$ cat src/pkg/epv_pkg.sv
// Constants for exception priority and vector logic
`default_nettype none
package epv_pkg;
  localparam int          EPV_NUM_EXC     = 60;
  localparam int          EPV_NUM_IRQ     = 44;
  localparam int          EPV_VEC_W       = 6;
  localparam int          EPV_PRI_W       = 3;
  localparam int          EPV_IRQ_BASE    = 16;
  localparam logic [31:0] EPV_IRQ_OFFSET  = 32'h0000_0040;
  localparam logic [31:0] EPV_RESET_BASE  = 32'h0000_0000;
  localparam logic [31:0] EPV_BASE_MIN    = 32'h0000_0100;
  localparam logic [31:0] EPV_BASE_MAX    = 32'h3fff_ff00;
  localparam int          EPV_ALIGN_LSB   = 8;
  localparam logic [2:0]  EPV_PRI_RESET   = 3'h0;
  localparam logic [5:0]  EPV_VEC_NMI     = 6'h02;
  localparam logic [5:0]  EPV_VEC_HARD    = 6'h03;
  localparam logic [4:0]  EPV_LVL_NMI     = 5'h00;
  localparam logic [4:0]  EPV_LVL_HARD    = 5'h01;
  localparam logic [4:0]  EPV_LVL_PROG0   = 5'h02;
  localparam logic [4:0]  EPV_LVL_IDLE    = 5'h1f;
  // Implemented exceptions: 2..6, 11, 12, 14, 15 and non-reserved irqs
  localparam logic [59:0] EPV_IMPL_MASK   = 60'h807_f3ff_cdff_d87c;
endpackage : epv_pkg
`default_nettype wire

$ cat src/rtl/epv_arbiter.sv
// Combinational winner search over all eligible requests (pending and enabled, or nmi and hard fault)
`timescale 1ns/1ps
`default_nettype none
module epv_arbiter
  import epv_pkg::*;
#(
  parameter int N = EPV_NUM_EXC
) (
  input  wire logic [N-1:0]   req_i,
  input  wire logic [N*5-1:0] lvl_i,
  output logic                any_o,
  output logic [5:0]          vec_o,
  output logic [4:0]          lvl_o
);
  // Strict less-than keeps the smallest number on ties
  always_comb begin
    any_o = 1'b0;
    vec_o = 6'h00;
    lvl_o = EPV_LVL_IDLE;
    for (int i = 0; i < N; i++) begin
      if (req_i[i] && (!any_o || lvl_i[i*5 +: 5] < lvl_o)) begin
        any_o = 1'b1;
        vec_o = 6'(i);
        lvl_o = lvl_i[i*5 +: 5];
      end
    end
  end
endmodule : epv_arbiter
`default_nettype wire

$ cat src/rtl/epv_core.sv
// Exception prioritisation, preemption and vector address generation
`timescale 1ns/1ps
`default_nettype none
module epv_core
  import epv_pkg::*;
(
  input  wire logic                    ref_clk_i,
  input  wire logic                    rstn_i,
  input  wire logic [EPV_NUM_IRQ-1:0]  irq_line_i,
  input  wire logic                    nmi_i,
  input  wire logic                    hard_fault_i,
  input  wire logic [EPV_NUM_EXC-1:0]  sw_pend_i,
  input  wire logic [EPV_NUM_EXC-1:0]  enable_i,
  input  wire logic                    pri_we_i,
  input  wire logic [5:0]              pri_sel_i,
  input  wire logic [2:0]              pri_val_i,
  input  wire logic                    priv_i,
  input  wire logic                    base_we_i,
  input  wire logic [31:0]             base_val_i,
  input  wire logic                    take_i,
  input  wire logic                    done_i,
  output logic                         req_o,
  output logic [5:0]                   vec_o,
  output logic [31:0]                  fetch_addr_o,
  output logic                         sp_fetch_o,
  output logic [4:0]                   active_lvl_o,
  output logic [31:0]                  base_o,
  output logic [EPV_NUM_EXC-1:0]       pending_o
);
  // Levels: 0 nmi, 1 hard fault, 2..9 programmable 0..7, 31 idle
  typedef struct packed {
    logic [EPV_NUM_IRQ-1:0]  irq_s1;
    logic [EPV_NUM_IRQ-1:0]  irq_s2;
    logic                    nmi_s1;
    logic                    nmi_s2;
    logic [EPV_NUM_EXC-1:0]  pend;
    logic [EPV_NUM_EXC*3-1:0] pri;
    logic [31:0]             base;
    logic [5:0]              act_vec;
    logic [4:0]              act_lvl;
    logic                    active;
    logic [4:0]              stk_lvl;
    logic                    req;
    logic [5:0]              vec;
    logic [31:0]             addr;
    logic                    sp_fetch;
  } epv_state_t;

  epv_state_t             st;
  epv_state_t             next_st;
  logic [EPV_NUM_EXC-1:0] cand;
  logic [EPV_NUM_EXC*5-1:0] lvl;
  logic                   win_any;
  logic [5:0]             win_vec;
  logic [4:0]             win_lvl;
  logic [EPV_NUM_EXC-1:0] raw_set;
  logic                   preempt;

  // Per-exception level and eligibility
  genvar g;
  generate
    for (g = 0; g < EPV_NUM_EXC; g++) begin : g_lvl
      if (g == EPV_VEC_NMI) begin : g_nmi
        assign lvl[g*5 +: 5] = EPV_LVL_NMI;
      end else if (g == EPV_VEC_HARD) begin : g_hf
        assign lvl[g*5 +: 5] = EPV_LVL_HARD;
      end else begin : g_prog
        assign lvl[g*5 +: 5] = EPV_LVL_PROG0 + {2'h0, st.pri[g*3 +: 3]};
      end
      // Nmi and hard fault bypass enables
      if (g == EPV_VEC_NMI || g == EPV_VEC_HARD) begin : g_fix
        assign cand[g] = st.pend[g];
      end else begin : g_en
        assign cand[g] = st.pend[g] && enable_i[g];
      end
    end
  endgenerate

  epv_arbiter #(
    .N (EPV_NUM_EXC)
  ) i_epv_arbiter (
    .req_i (cand),
    .lvl_i (lvl),
    .any_o (win_any),
    .vec_o (win_vec),
    .lvl_o (win_lvl)
  );

  always_comb begin
    raw_set = sw_pend_i;
    raw_set[EPV_IRQ_BASE +: EPV_NUM_IRQ] =
      sw_pend_i[EPV_IRQ_BASE +: EPV_NUM_IRQ] | st.irq_s2;
    raw_set[EPV_VEC_NMI] = sw_pend_i[EPV_VEC_NMI] | st.nmi_s2;
    raw_set[EPV_VEC_HARD] = sw_pend_i[EPV_VEC_HARD] | hard_fault_i;
    raw_set = raw_set & EPV_IMPL_MASK;
  end

  // Only a strictly lower level value may preempt
  assign preempt = win_any && (!st.active || win_lvl < st.act_lvl);

  always_comb begin
    next_st        = st;
    next_st.irq_s1 = irq_line_i;
    next_st.irq_s2 = st.irq_s1;
    next_st.nmi_s1 = nmi_i;
    next_st.nmi_s2 = st.nmi_s1;
    next_st.sp_fetch = 1'b0;
    // Taking clears the winner; a new set in the same cycle wins
    if (take_i && st.req) begin
      next_st.pend[st.vec] = 1'b0;
      next_st.stk_lvl  = st.active ? st.act_lvl : EPV_LVL_IDLE;
      next_st.act_vec  = st.vec;
      next_st.act_lvl  = lvl[st.vec*5 +: 5];
      next_st.active   = 1'b1;
    end else if (done_i && st.active) begin
      // One level of return history only; deeper nests resume at idle
      next_st.act_lvl = st.stk_lvl;
      next_st.active  = (st.stk_lvl != EPV_LVL_IDLE);
      next_st.stk_lvl = EPV_LVL_IDLE;
    end
    next_st.pend = next_st.pend | raw_set;
    if (pri_we_i && pri_sel_i < 6'(EPV_NUM_EXC)) begin
      next_st.pri[pri_sel_i*3 +: 3] = pri_val_i;
    end
    if (base_we_i && priv_i && base_val_i >= EPV_BASE_MIN
        && base_val_i <= EPV_BASE_MAX) begin
      // Low bits dropped, so a misaligned write still lands aligned
      next_st.base = {base_val_i[31:EPV_ALIGN_LSB], 8'h00};
    end
    next_st.req = preempt && !(take_i && st.req);
    next_st.vec = win_vec;
    // New base used at once so a write never pairs an old base with a vector
    next_st.addr = next_st.base + {24'h0, win_vec, 2'b00};
  end

  always_ff @(posedge ref_clk_i or negedge rstn_i) begin
    if (!rstn_i) begin
      st          <= '0;
      st.pri      <= {EPV_NUM_EXC{EPV_PRI_RESET}};
      st.base     <= EPV_RESET_BASE;
      st.act_lvl  <= EPV_LVL_IDLE;
      st.stk_lvl  <= EPV_LVL_IDLE;
      st.sp_fetch <= 1'b1;
      st.addr     <= EPV_RESET_BASE;
    end else begin
      st <= next_st;
    end
  end

  assign req_o        = st.req;
  assign vec_o        = st.vec;
  assign fetch_addr_o = st.addr;
  assign sp_fetch_o   = st.sp_fetch;
  assign active_lvl_o = st.act_lvl;
  assign base_o       = st.base;
  assign pending_o    = st.pend;
endmodule : epv_core
`default_nettype wire

$ cat config.mk
export PLATFORM = sky130hd
export DESIGN_NAME = epv_core
export DESIGN_NICKNAME = d
export VERILOG_FILES = /design/src/pkg/epv_pkg.sv /design/src/rtl/epv_arbiter.sv /design/src/rtl/epv_core.sv
export SDC_FILE = /design/constraint.sdc
export NUM_CORES = 1
export LEC_CHECK = 0
export BUFFER_PORTS_ARGS = -buffer_cell sky130_fd_sc_hd__buf_4
export CAP_MARGIN = 20
export CORE_ASPECT_RATIO = 0.8
export CORE_UTILIZATION = 60
export CTS_BUF_LIST = sky130_fd_sc_hd__clkbuf_2 sky130_fd_sc_hd__clkbuf_4 sky130_fd_sc_hd__clkbuf_8
export CTS_CLUSTER_DIAMETER = 40
export DETAILED_ROUTE_END_ITERATION = 8
export PLACE_DENSITY_LB_ADDON = 0.2
export SYNTH_ARGS = -nofsm -noshare
export SYNTH_HDL_FRONTEND = slang
export SYNTH_HIERARCHICAL = 1
export SYNTH_SLANG_ARGS = --single-unit
$ cat constraint.sdc
create_clock -name ref_clk_i -period 202.4 [get_ports ref_clk_i]
set_input_delay 30.36 -clock ref_clk_i [delete_from_list [all_inputs] [get_ports ref_clk_i]]
set_output_delay 30.36 -clock ref_clk_i [all_outputs]
set_load 0.02 [all_outputs]
# Word-level counts from Yosys, hierarchy flattened
# Cells that the tools add are included.
# totals
register_bits	413
inputBits	214
word_cells	586
out_inout_bits	137
# classes
eq_ne	1
n_reduce_logical	248
shifts	3
n_mul	2
bitwise	6
n_addsub	60
n_mux	187
order_cmp	65
# op_table
op	count
5-bit two-way mux	77
300-bit by 10-bit indexed part select with 5-bit output	1
4-bit by 5-bit < comparator with 1-bit output	57
2-bit by 3-bit adder with 4-bit output, first input constant	58
180-bit bitwise mux	1
3-bit by 34-bit variable shift with 180-bit output, first input constant	1
3-bit by 34-bit indexed part select with 180-bit output	1
6-bit two-way mux	28
1-bit logical AND	126
1-bit two-way mux	62
1-bit zero test	61
60-bit AND	1
1-bit logical OR	60
60-bit two-way mux	1
60-bit NOT	1
60-bit OR	1
44-bit OR	1
8-bit negator with 34-bit output	1
32-bit by 8-bit adder with 32-bit output	1
32-bit by 9-bit >= comparator with 1-bit output, second input constant	1
32-bit by 30-bit less-or-equal comparator with 1-bit output, second input constant	1
32-bit two-way mux	1
4-bit two-way mux	8
11-bit two-way mux	2
other kinds (13)	19

# Depth between registers and ports, before layout
# Gate-level depths: netlist of run 1.
# depth
ltp_word	242
mapped_depth	555

# Cells and area by module
# The synthesis of run 1 kept the hierarchy.
# by_module_without_submodules
module	cells_each	seq_area_each_um2	instances	area_per_inst_um2
epv_core	1806	9447.8	1	19506.2
epv_arbiter	2596	0.0	1	17101.4

# Least setup slack after synthesis of run 1
# OpenSTA, ideal clock, no wires.
# synth_path
path_kind	input to register
from	input enable_i[0]
to	register st, in the netlist fetch_addr_o[18]
slack_ps	85766
n_path_buf	34
t_arrival_ps	116557
path_stages	499
setup_ps	77
cell_sequence	and2_1 -> buf_2 -> nor2b_1 -> ha_1 -> nand4b_1 -> nand2_1 -> nor2_1 -> nand2_1 -> a21oi_1 -> inv_1 -> ha_1 -> o21ai_0 -> a311o_1 -> a21oi_2 -> o31ai_4 -> buf_4 -> nor2_1 -> a21oi_1 -> (+463 left out) -> nor2b_1 -> o21ai_0 -> nand2b_1 -> nor3b_1 -> a221oi_2 -> buf_4 -> o21ai_1 -> ha_1 -> inv_1 -> fa_1 -> nor2b_1 -> o31a_1 -> o22a_1 -> clkbuf_1 -> nand2_1 -> a21oi_1 -> o32ai_1 -> a21oi_1
# synth_lines
item	line	source
from (decl)	epv_core.sv:13	input wire logic [EPV_NUM_EXC-1:0] enable_i,
to (signal assigned)	epv_core.sv:146	st <= next_st;
to (decl)	epv_core.sv:49	epv_state_t st;

==> results of run 1 <==
registers in the layout, summed over array words and instances, names as in the netlist:
register	cells
req_o	1
sp_fetch_o	1
active_lvl_o	5
st	212
pending_o	60
base_o	30
vec_o	6
fetch_addr_o	30
next_st	32
through the flow:
step	cell area, um2	hold WS (ns)	cells	setup slack, ns
6_report	40600	0.344	5544	69.47
5_1_grt	40600	0.353	5538	59.71
4_1_cts	40500	0.340	5532	71.03
3_5_place_dp	39000	0.335	5411	70.71
3_3_place_gp	39000	0.331	5411	72.08
2_1_floorplan	37200	0.331	4554	85.77
metal layers:
layer  vias up  global-route usage  part of all wire  routed length (um)
met4         4               0.153             0.043                5330
met2      1952               0.573              0.41               51300
met3       344               0.105              0.12               14700
met1     17005               0.553              0.43               53000
met5         -             0.00389           0.00044                  55
li1      16582                   -                 -                   -
synth_stat cells, drive strengths merged, types with 16 or more instances:
cell type | n | area (um2)
nand2 | 512 | 1930
dfrtp | 366 | 9160
nor2 | 343 | 1350
inv | 292 | 1100
o21ai | 275 | 1410
mux2 | 230 | 2610
a21oi | 215 | 1150
buf | 213 | 1560
ha | 196 | 2450
mux2i | 147 | 1490
and2 | 113 | 709
nor3 | 109 | 576
nand3 | 102 | 510
nand2b | 74 | 463
a211o | 62 | 543
a31oi | 55 | 384
a211oi | 50 | 418
or2 | 50 | 315
a21o | 48 | 384
clkbuf | 48 | 188
nor2b | 45 | 282
o21a | 45 | 339
o22ai | 43 | 275
xnor2 | 40 | 350
nand4 | 36 | 238
o211ai | 36 | 289
o31ai | 36 | 308
a221oi | 35 | 349
or3 | 34 | 228
and3 | 32 | 201
a22oi | 31 | 233
nor4 | 31 | 194
a21boi | 28 | 210
o221ai | 26 | 228
maj3 | 25 | 253
xor2 | 21 | 184
o311ai | 17 | 164
o31a | 17 | 150
a311oi | 16 | 175
layout make-up:
type / count / area [um2]
flip-flops and latches: 377 / 9450
inverters: 293 / 1100
clock inverters: 25 / 315
repair buffers: 342 / 2580
diodes: 9 / 22.5
fillers: 5121 / 19400
clock buffers: 96 / 1230
multi-input cells: 3623 / 24900
well taps: 779 / 975
critical path: cells and delay by family:
family | cells | cell delay (ns)
compound gates | 208 | 49.20
simple gates | 133 | 25.21
fa+ha+maj | 61 | 17.32
mux | 29 | 8.09
buf+inv | 33 | 3.04
xor+xnor | 1 | 0.14
logic make-up after synthesis:
kind of cell,synth area share
adders and majority gates,0.0744
and+or+nand+nor,0.211
DFF,0.258
muxes,0.119
buffers and inverters,0.0779
xor gates and xnor gates,0.0146
AOI/OAI and AO/OA,0.245
other,0.000205
worst max path at each step:
stage / start / to / depth (start not counted)
5_1_grt: enable_i[0] / fetch_addr_o[16] / 467
3_5_place_dp: enable_i[0] / fetch_addr_o[18] / 465
2_1_floorplan: enable_i[0] / fetch_addr_o[18] / 499
3_3_place_gp: enable_i[0] / fetch_addr_o[18] / 469
4_1_cts: enable_i[0] / fetch_addr_o[18] / 465
6_report: enable_i[0] / fetch_addr_o[18] / 465
==> flow_summary.toml, run 1 <==
[clock_tree]
ctsResizeCount = 0
cts_sinks = 377
htreeDepth = 3
clkTransAtPathRegs_ns = 0.06
cts-root-buf = "clkbuf_8"
cts_tree = "built"
cts_buffers = 72
clock_latency_ns = 0.71
cts_setup_buffers = 0
cts_hold_buf = 0
cts_buffer_depth = 3

[synth]
synth.distinct_cells = 149
ys_seq_elements = 377
synthArstFlopShare = 1.00
syn_inst = 4402
yosysWarnings = 6
syn_area_per_cell_um2 = 8.32
synth_edf_count = 0
syn_area_um2 = 36600
synth_flop_cell = "dfrtp_1"
seq_area_frac_synth = 0.258

[timing]
setup_viol = 0
clock-skew-final_ns = 0.0424
setup_tns_ns = 0
fmaxAchievable_ghz = 0.00752
slew_viol_final = 0
period_share = 0.657
period_minus_slack_ns = 132.93
hold_violations = 0
rsz0062_at_grt = "false"
relSlewSlack = 0.152
worst_pin_slew_ns = 1.27

[floorplan]
die_width_um = 278
start_util = 0.611
die_y_um = 223
row_count = 80
coreArea_um2 = 60000
die_area_um2 = 62000
ioPinCount = 351

[critical_path]
path_common_cell = "ha_1"
crit_slowest_cell = "a221oi_2"
worstPathMaxFanout = 25
cp-start-kind = "input pin"
cp-end-kind = "flop"
required_ns = 202.95
r2r-start = "pending_o[0]"
rr_worst_depth = 464
worstReg2RegEnd = "fetch_addr_o[18]"
reg2reg_slack_ns = 98.81
cpPeakStageDelay_ns = 0.81
crit_arrival_ns = 133.49
crit_type = "in -> reg"

[global_route]
grt_pass1_wl_um = 191000
gr-total-overflow = 0
grt_pass1_vias = 33013
grt_max_degree = 119
track_usage = 0.393
antenna_found_initial = 7

[route]
vias = 35887
dr.pass1.iters = 7
drt_iter0_drc = 4126
ant_nets = 0
drc = 0
wl_per_cell_um = 22.4
drt_wl_total_um = 124000
viasPerCell = 6.47

[placement]
gp_congestion = 1.08
port_buffers = 311
hpwlAfterDp_um = 95200

[finish]
layout-drive-gt1-share = 0.185
final_common_cell = "nand2_1"
area_growth_pct = 10.9
utilization = 0.677
nNetsFinal = 5120
layout_common_cells = "nand2_1 (509), dfrtp_1 (363), buf_4 (340), nor2_1 (326), inv_1 (291)"

[min_path]
hold_path_startpoint = "next_st[334]"
holdPathEnd = "st[334]"
hold_depth = 0
hold_path_class = "reg -> reg"

[job]
maxCapViolCount = 0

[run_status]
status = "finished, final reports clean"
Power of run 1 is left out: the tool's default activity adds up to more than one toggle a clock period on the data nets, which glitch-free logic cannot reach.
==> run 2: changes to the inputs <==
--- a/config.mk
+++ b/config.mk
@@ -5,10 +5,11 @@
 export SDC_FILE = /design/constraint.sdc
 export NUM_CORES = 1
 export LEC_CHECK = 0
+export ABC_AREA = 1
 export BUFFER_PORTS_ARGS = -buffer_cell sky130_fd_sc_hd__buf_4
 export CAP_MARGIN = 20
 export CORE_ASPECT_RATIO = 0.8
-export CORE_UTILIZATION = 60
+export CORE_UTILIZATION = 57
 export CTS_BUF_LIST = sky130_fd_sc_hd__clkbuf_2 sky130_fd_sc_hd__clkbuf_4 sky130_fd_sc_hd__clkbuf_8
 export CTS_CLUSTER_DIAMETER = 40
 export DETAILED_ROUTE_END_ITERATION = 8
==> constraint.sdc (replaced) <==
create_clock -name ref_clk_i -period 117.8 [get_ports ref_clk_i]
set_input_delay 17.67 -clock ref_clk_i [delete_from_list [all_inputs] [get_ports ref_clk_i]]
set_output_delay 17.67 -clock ref_clk_i [all_outputs]
set_load 0.02 [all_outputs]
==> run 2 against run 1 <==
  * Worst hold slack worse by 0.0054 ns
  * Via count is 2.4% lower
  * Clock-buffer cell count is 4 higher
  * Design area is 3.5% lower
  * Routed wire length is 3.4% lower
  * Highest routed layer unchanged
==> flow_summary.toml, run 2 <==
[synth]
yosys.area.top_type = "dfrtp_1"
yosys.area.top_type_share = 0.258
synthTopCellsByArea = "dfrtp_1 (26%), nand2_1 (15%), inv_1 (8.9%)"
synthArstFlopShare = 1.00
synth.distinct_cells = 68
yosysWarnings = 6
syn_area_um2 = 35500
syn_area_per_cell_um2 = 6.70
syn_inst = 5298
synth_flop_cell = "dfrtp_1"
yosysMostFrequentCell = "nand2_1"
synth_edf_count = 0
seq_area_frac_synth = 0.266
synth_top_cells_by_count = "nand2_1 (1,397), inv_1 (843), nand3_1 (543)"
ys_seq_elements = 377

[route]
top_layer = "met5"
dr_wl_met2_um = 48000
dr.pass1.iters = 8
ant_nets = 0
vias = 35036
viasPerCell = 5.41
wl_per_cell_um = 18.5
drt_iter0_drc = 3613
drc = 0
drt_wl_total_um = 120000
wl_met3_um = 14900
wl_met1_um = 52800

[clock_tree]
cts_hold_buf = 0
cts_buffers = 72
htreeDepth = 3
cts-root-buf = "clkbuf_8"
cts_buffer_depth = 3
cts_setup_buffers = 0
clkTransAtPathRegs_ns = 0.06
ctsResizeCount = 0
clock_latency_ns = 0.69
cts_sinks = 377
cts_tree = "built"

[job]
maxCapViolCount = 0

[floorplan]
start_util = 0.579
row_count = 81
die_width_um = 281
die_area_um2 = 63300
die_y_um = 225
ioPinCount = 351
coreArea_um2 = 61300

[power]
power_uw = 985
power.density_nw_per_um2 = 25.1
peakVddDrop_uv = 11.9
power.static_leakage_nw = 21.4

[critical_path]
cpPeakStageDelay_ns = 0.81
critical_path.top_delay_family = "simple AND/OR/NAND/NOR gates"
worst-path-buf-inv = 49
crit_slowest_cell = "o21ai_0"
crit_arrival_ns = 90.69
cp-start-kind = "input pin"
crit_type = "in -> reg"
worstPathMaxFanout = 14
required_ns = 118.36
path_common_cell = "nand2_1"
cp-end-kind = "flop"

[global_route]
antenna_found_initial = 4
track_usage = 0.380
grt_pass1_vias = 32087
grt_max_degree = 107
gr-total-overflow = 0
grt_pass1_wl_um = 183000

[min_path]
hold_path_class = "reg -> reg"

[placement]
gp_congestion = 1.04
pre_cts_slack_ns = 28.22
port_buffers = 311
dpl_cell_area_um2 = 37600
hpwlAfterDp_um = 95700

[timing]
relSlewSlack = 0.180
rsz0062_at_grt = "false"
period_share = 0.765
setup_viol = 0
period_minus_slack_ns = 90.12
worst_slack_ns = 27.68
clock-skew-final_ns = 0.0404
worst_pin_slew_ns = 1.23
setup_tns_ns = 0
fmaxAchievable_ghz = 0.0111
hold_violations = 0
slew_viol_final = 0

[finish]
regArea_um2 = 9450
layout-drive-gt1-share = 0.171
layout_common_cells = "nand2_1 (1,397), inv_1 (843), nand3_1 (543), nor2_1 (394), dfrtp_1 (366)"
final_cell_area_um2 = 39200
regMostFlops = "st"
multi_input_area_um2 = 21200
area_growth_pct = 10.3
nNetsFinal = 6000
utilization = 0.639
nFillCells = 5845
final_common_cell = "nand2_1"
largest_reg_flops = 212

[run_status]
status = "finished, final reports clean"
run 2: cell types whose count changed after synthesis, sizes merged, moves of 62 or more:
cell,before,now
nor3,109,31
nand2,512,1698
nand3,102,639
o21bai,9,92
nand2b,74,0
and2,113,2
mux2i,147,0
mux2,230,1
a21oi,215,62
o21ai,275,349
nor2,343,445
inv,292,871
a211o,62,0
run 2: area by class of cell:
cell class,instances,area share
Clock buffer,100,0.0321
Timing Repair Buffer,333,0.0640
Sequential cell,377,0.241
Antenna cell,5,0.000319
Tap cell,830,0.0265
Clock inverter,30,0.00878
Inverter,888,0.0855
Multi-Input combinational cell,3917,0.542
run 2: cell families after synthesis:
kind of cell | synth area share
AOI/OAI and AO/OA | 0.100
xor gates and xnor gates | 0.00423
adders and majority gates | 0.0696
buffers and inverters | 0.152
DFF | 0.266
muxes | 0.000317
other | 0.000211
and+or+nand+nor | 0.407
run 2: power by group:
group          internal (mW)  leakage (nW)  switching (mW)  total (mW)
logic                  0.230          15.9           0.452       0.682
clock network         0.0816         0.828          0.0638       0.145
registers              0.145          4.62          0.0124       0.158
run 2: per-stage QoR:
step | hold slack, ns | instances
after global routing | 0.344 | 6476
after floorplan | 0.331 | 5440
after detailed placement | 0.335 | 6345
after global placement | 0.331 | 6345
final | 0.338 | 6480
after CTS | 0.343 | 6475
run 2: worst paths after layout:
kind / start / end / slack (ns) / cells past startpoint
setup / recovery: enable_i[0] / fetch_addr_o[22] / 27.68 / 499
max in group asynchronous: rstn_i / next_st[333] / 97.65 / 4
setup reg to reg: pending_o[0] / fetch_addr_o[22] / 44.35 / 498
min in group asynchronous: rstn_i / next_st[356] / 17.00 / 1
hold reg to reg: next_st[353] / st[353] / 0.34 / 0
hold / removal: next_st[353] / st[353] / 0.34 / 0
run 2: per-layer routing:
| layer | up-vias | GRT usage |
|---|---|---|
| li1 | 17186 | - |
| met1 | 15889 | 0.541 |
| met2 | 1688 | 0.538 |
| met3 | 271 | 0.120 |
| met4 | 2 | 0.135 |
| met5 | - | 0 |
Note: power is estimated with default switching activity, not from simulation.
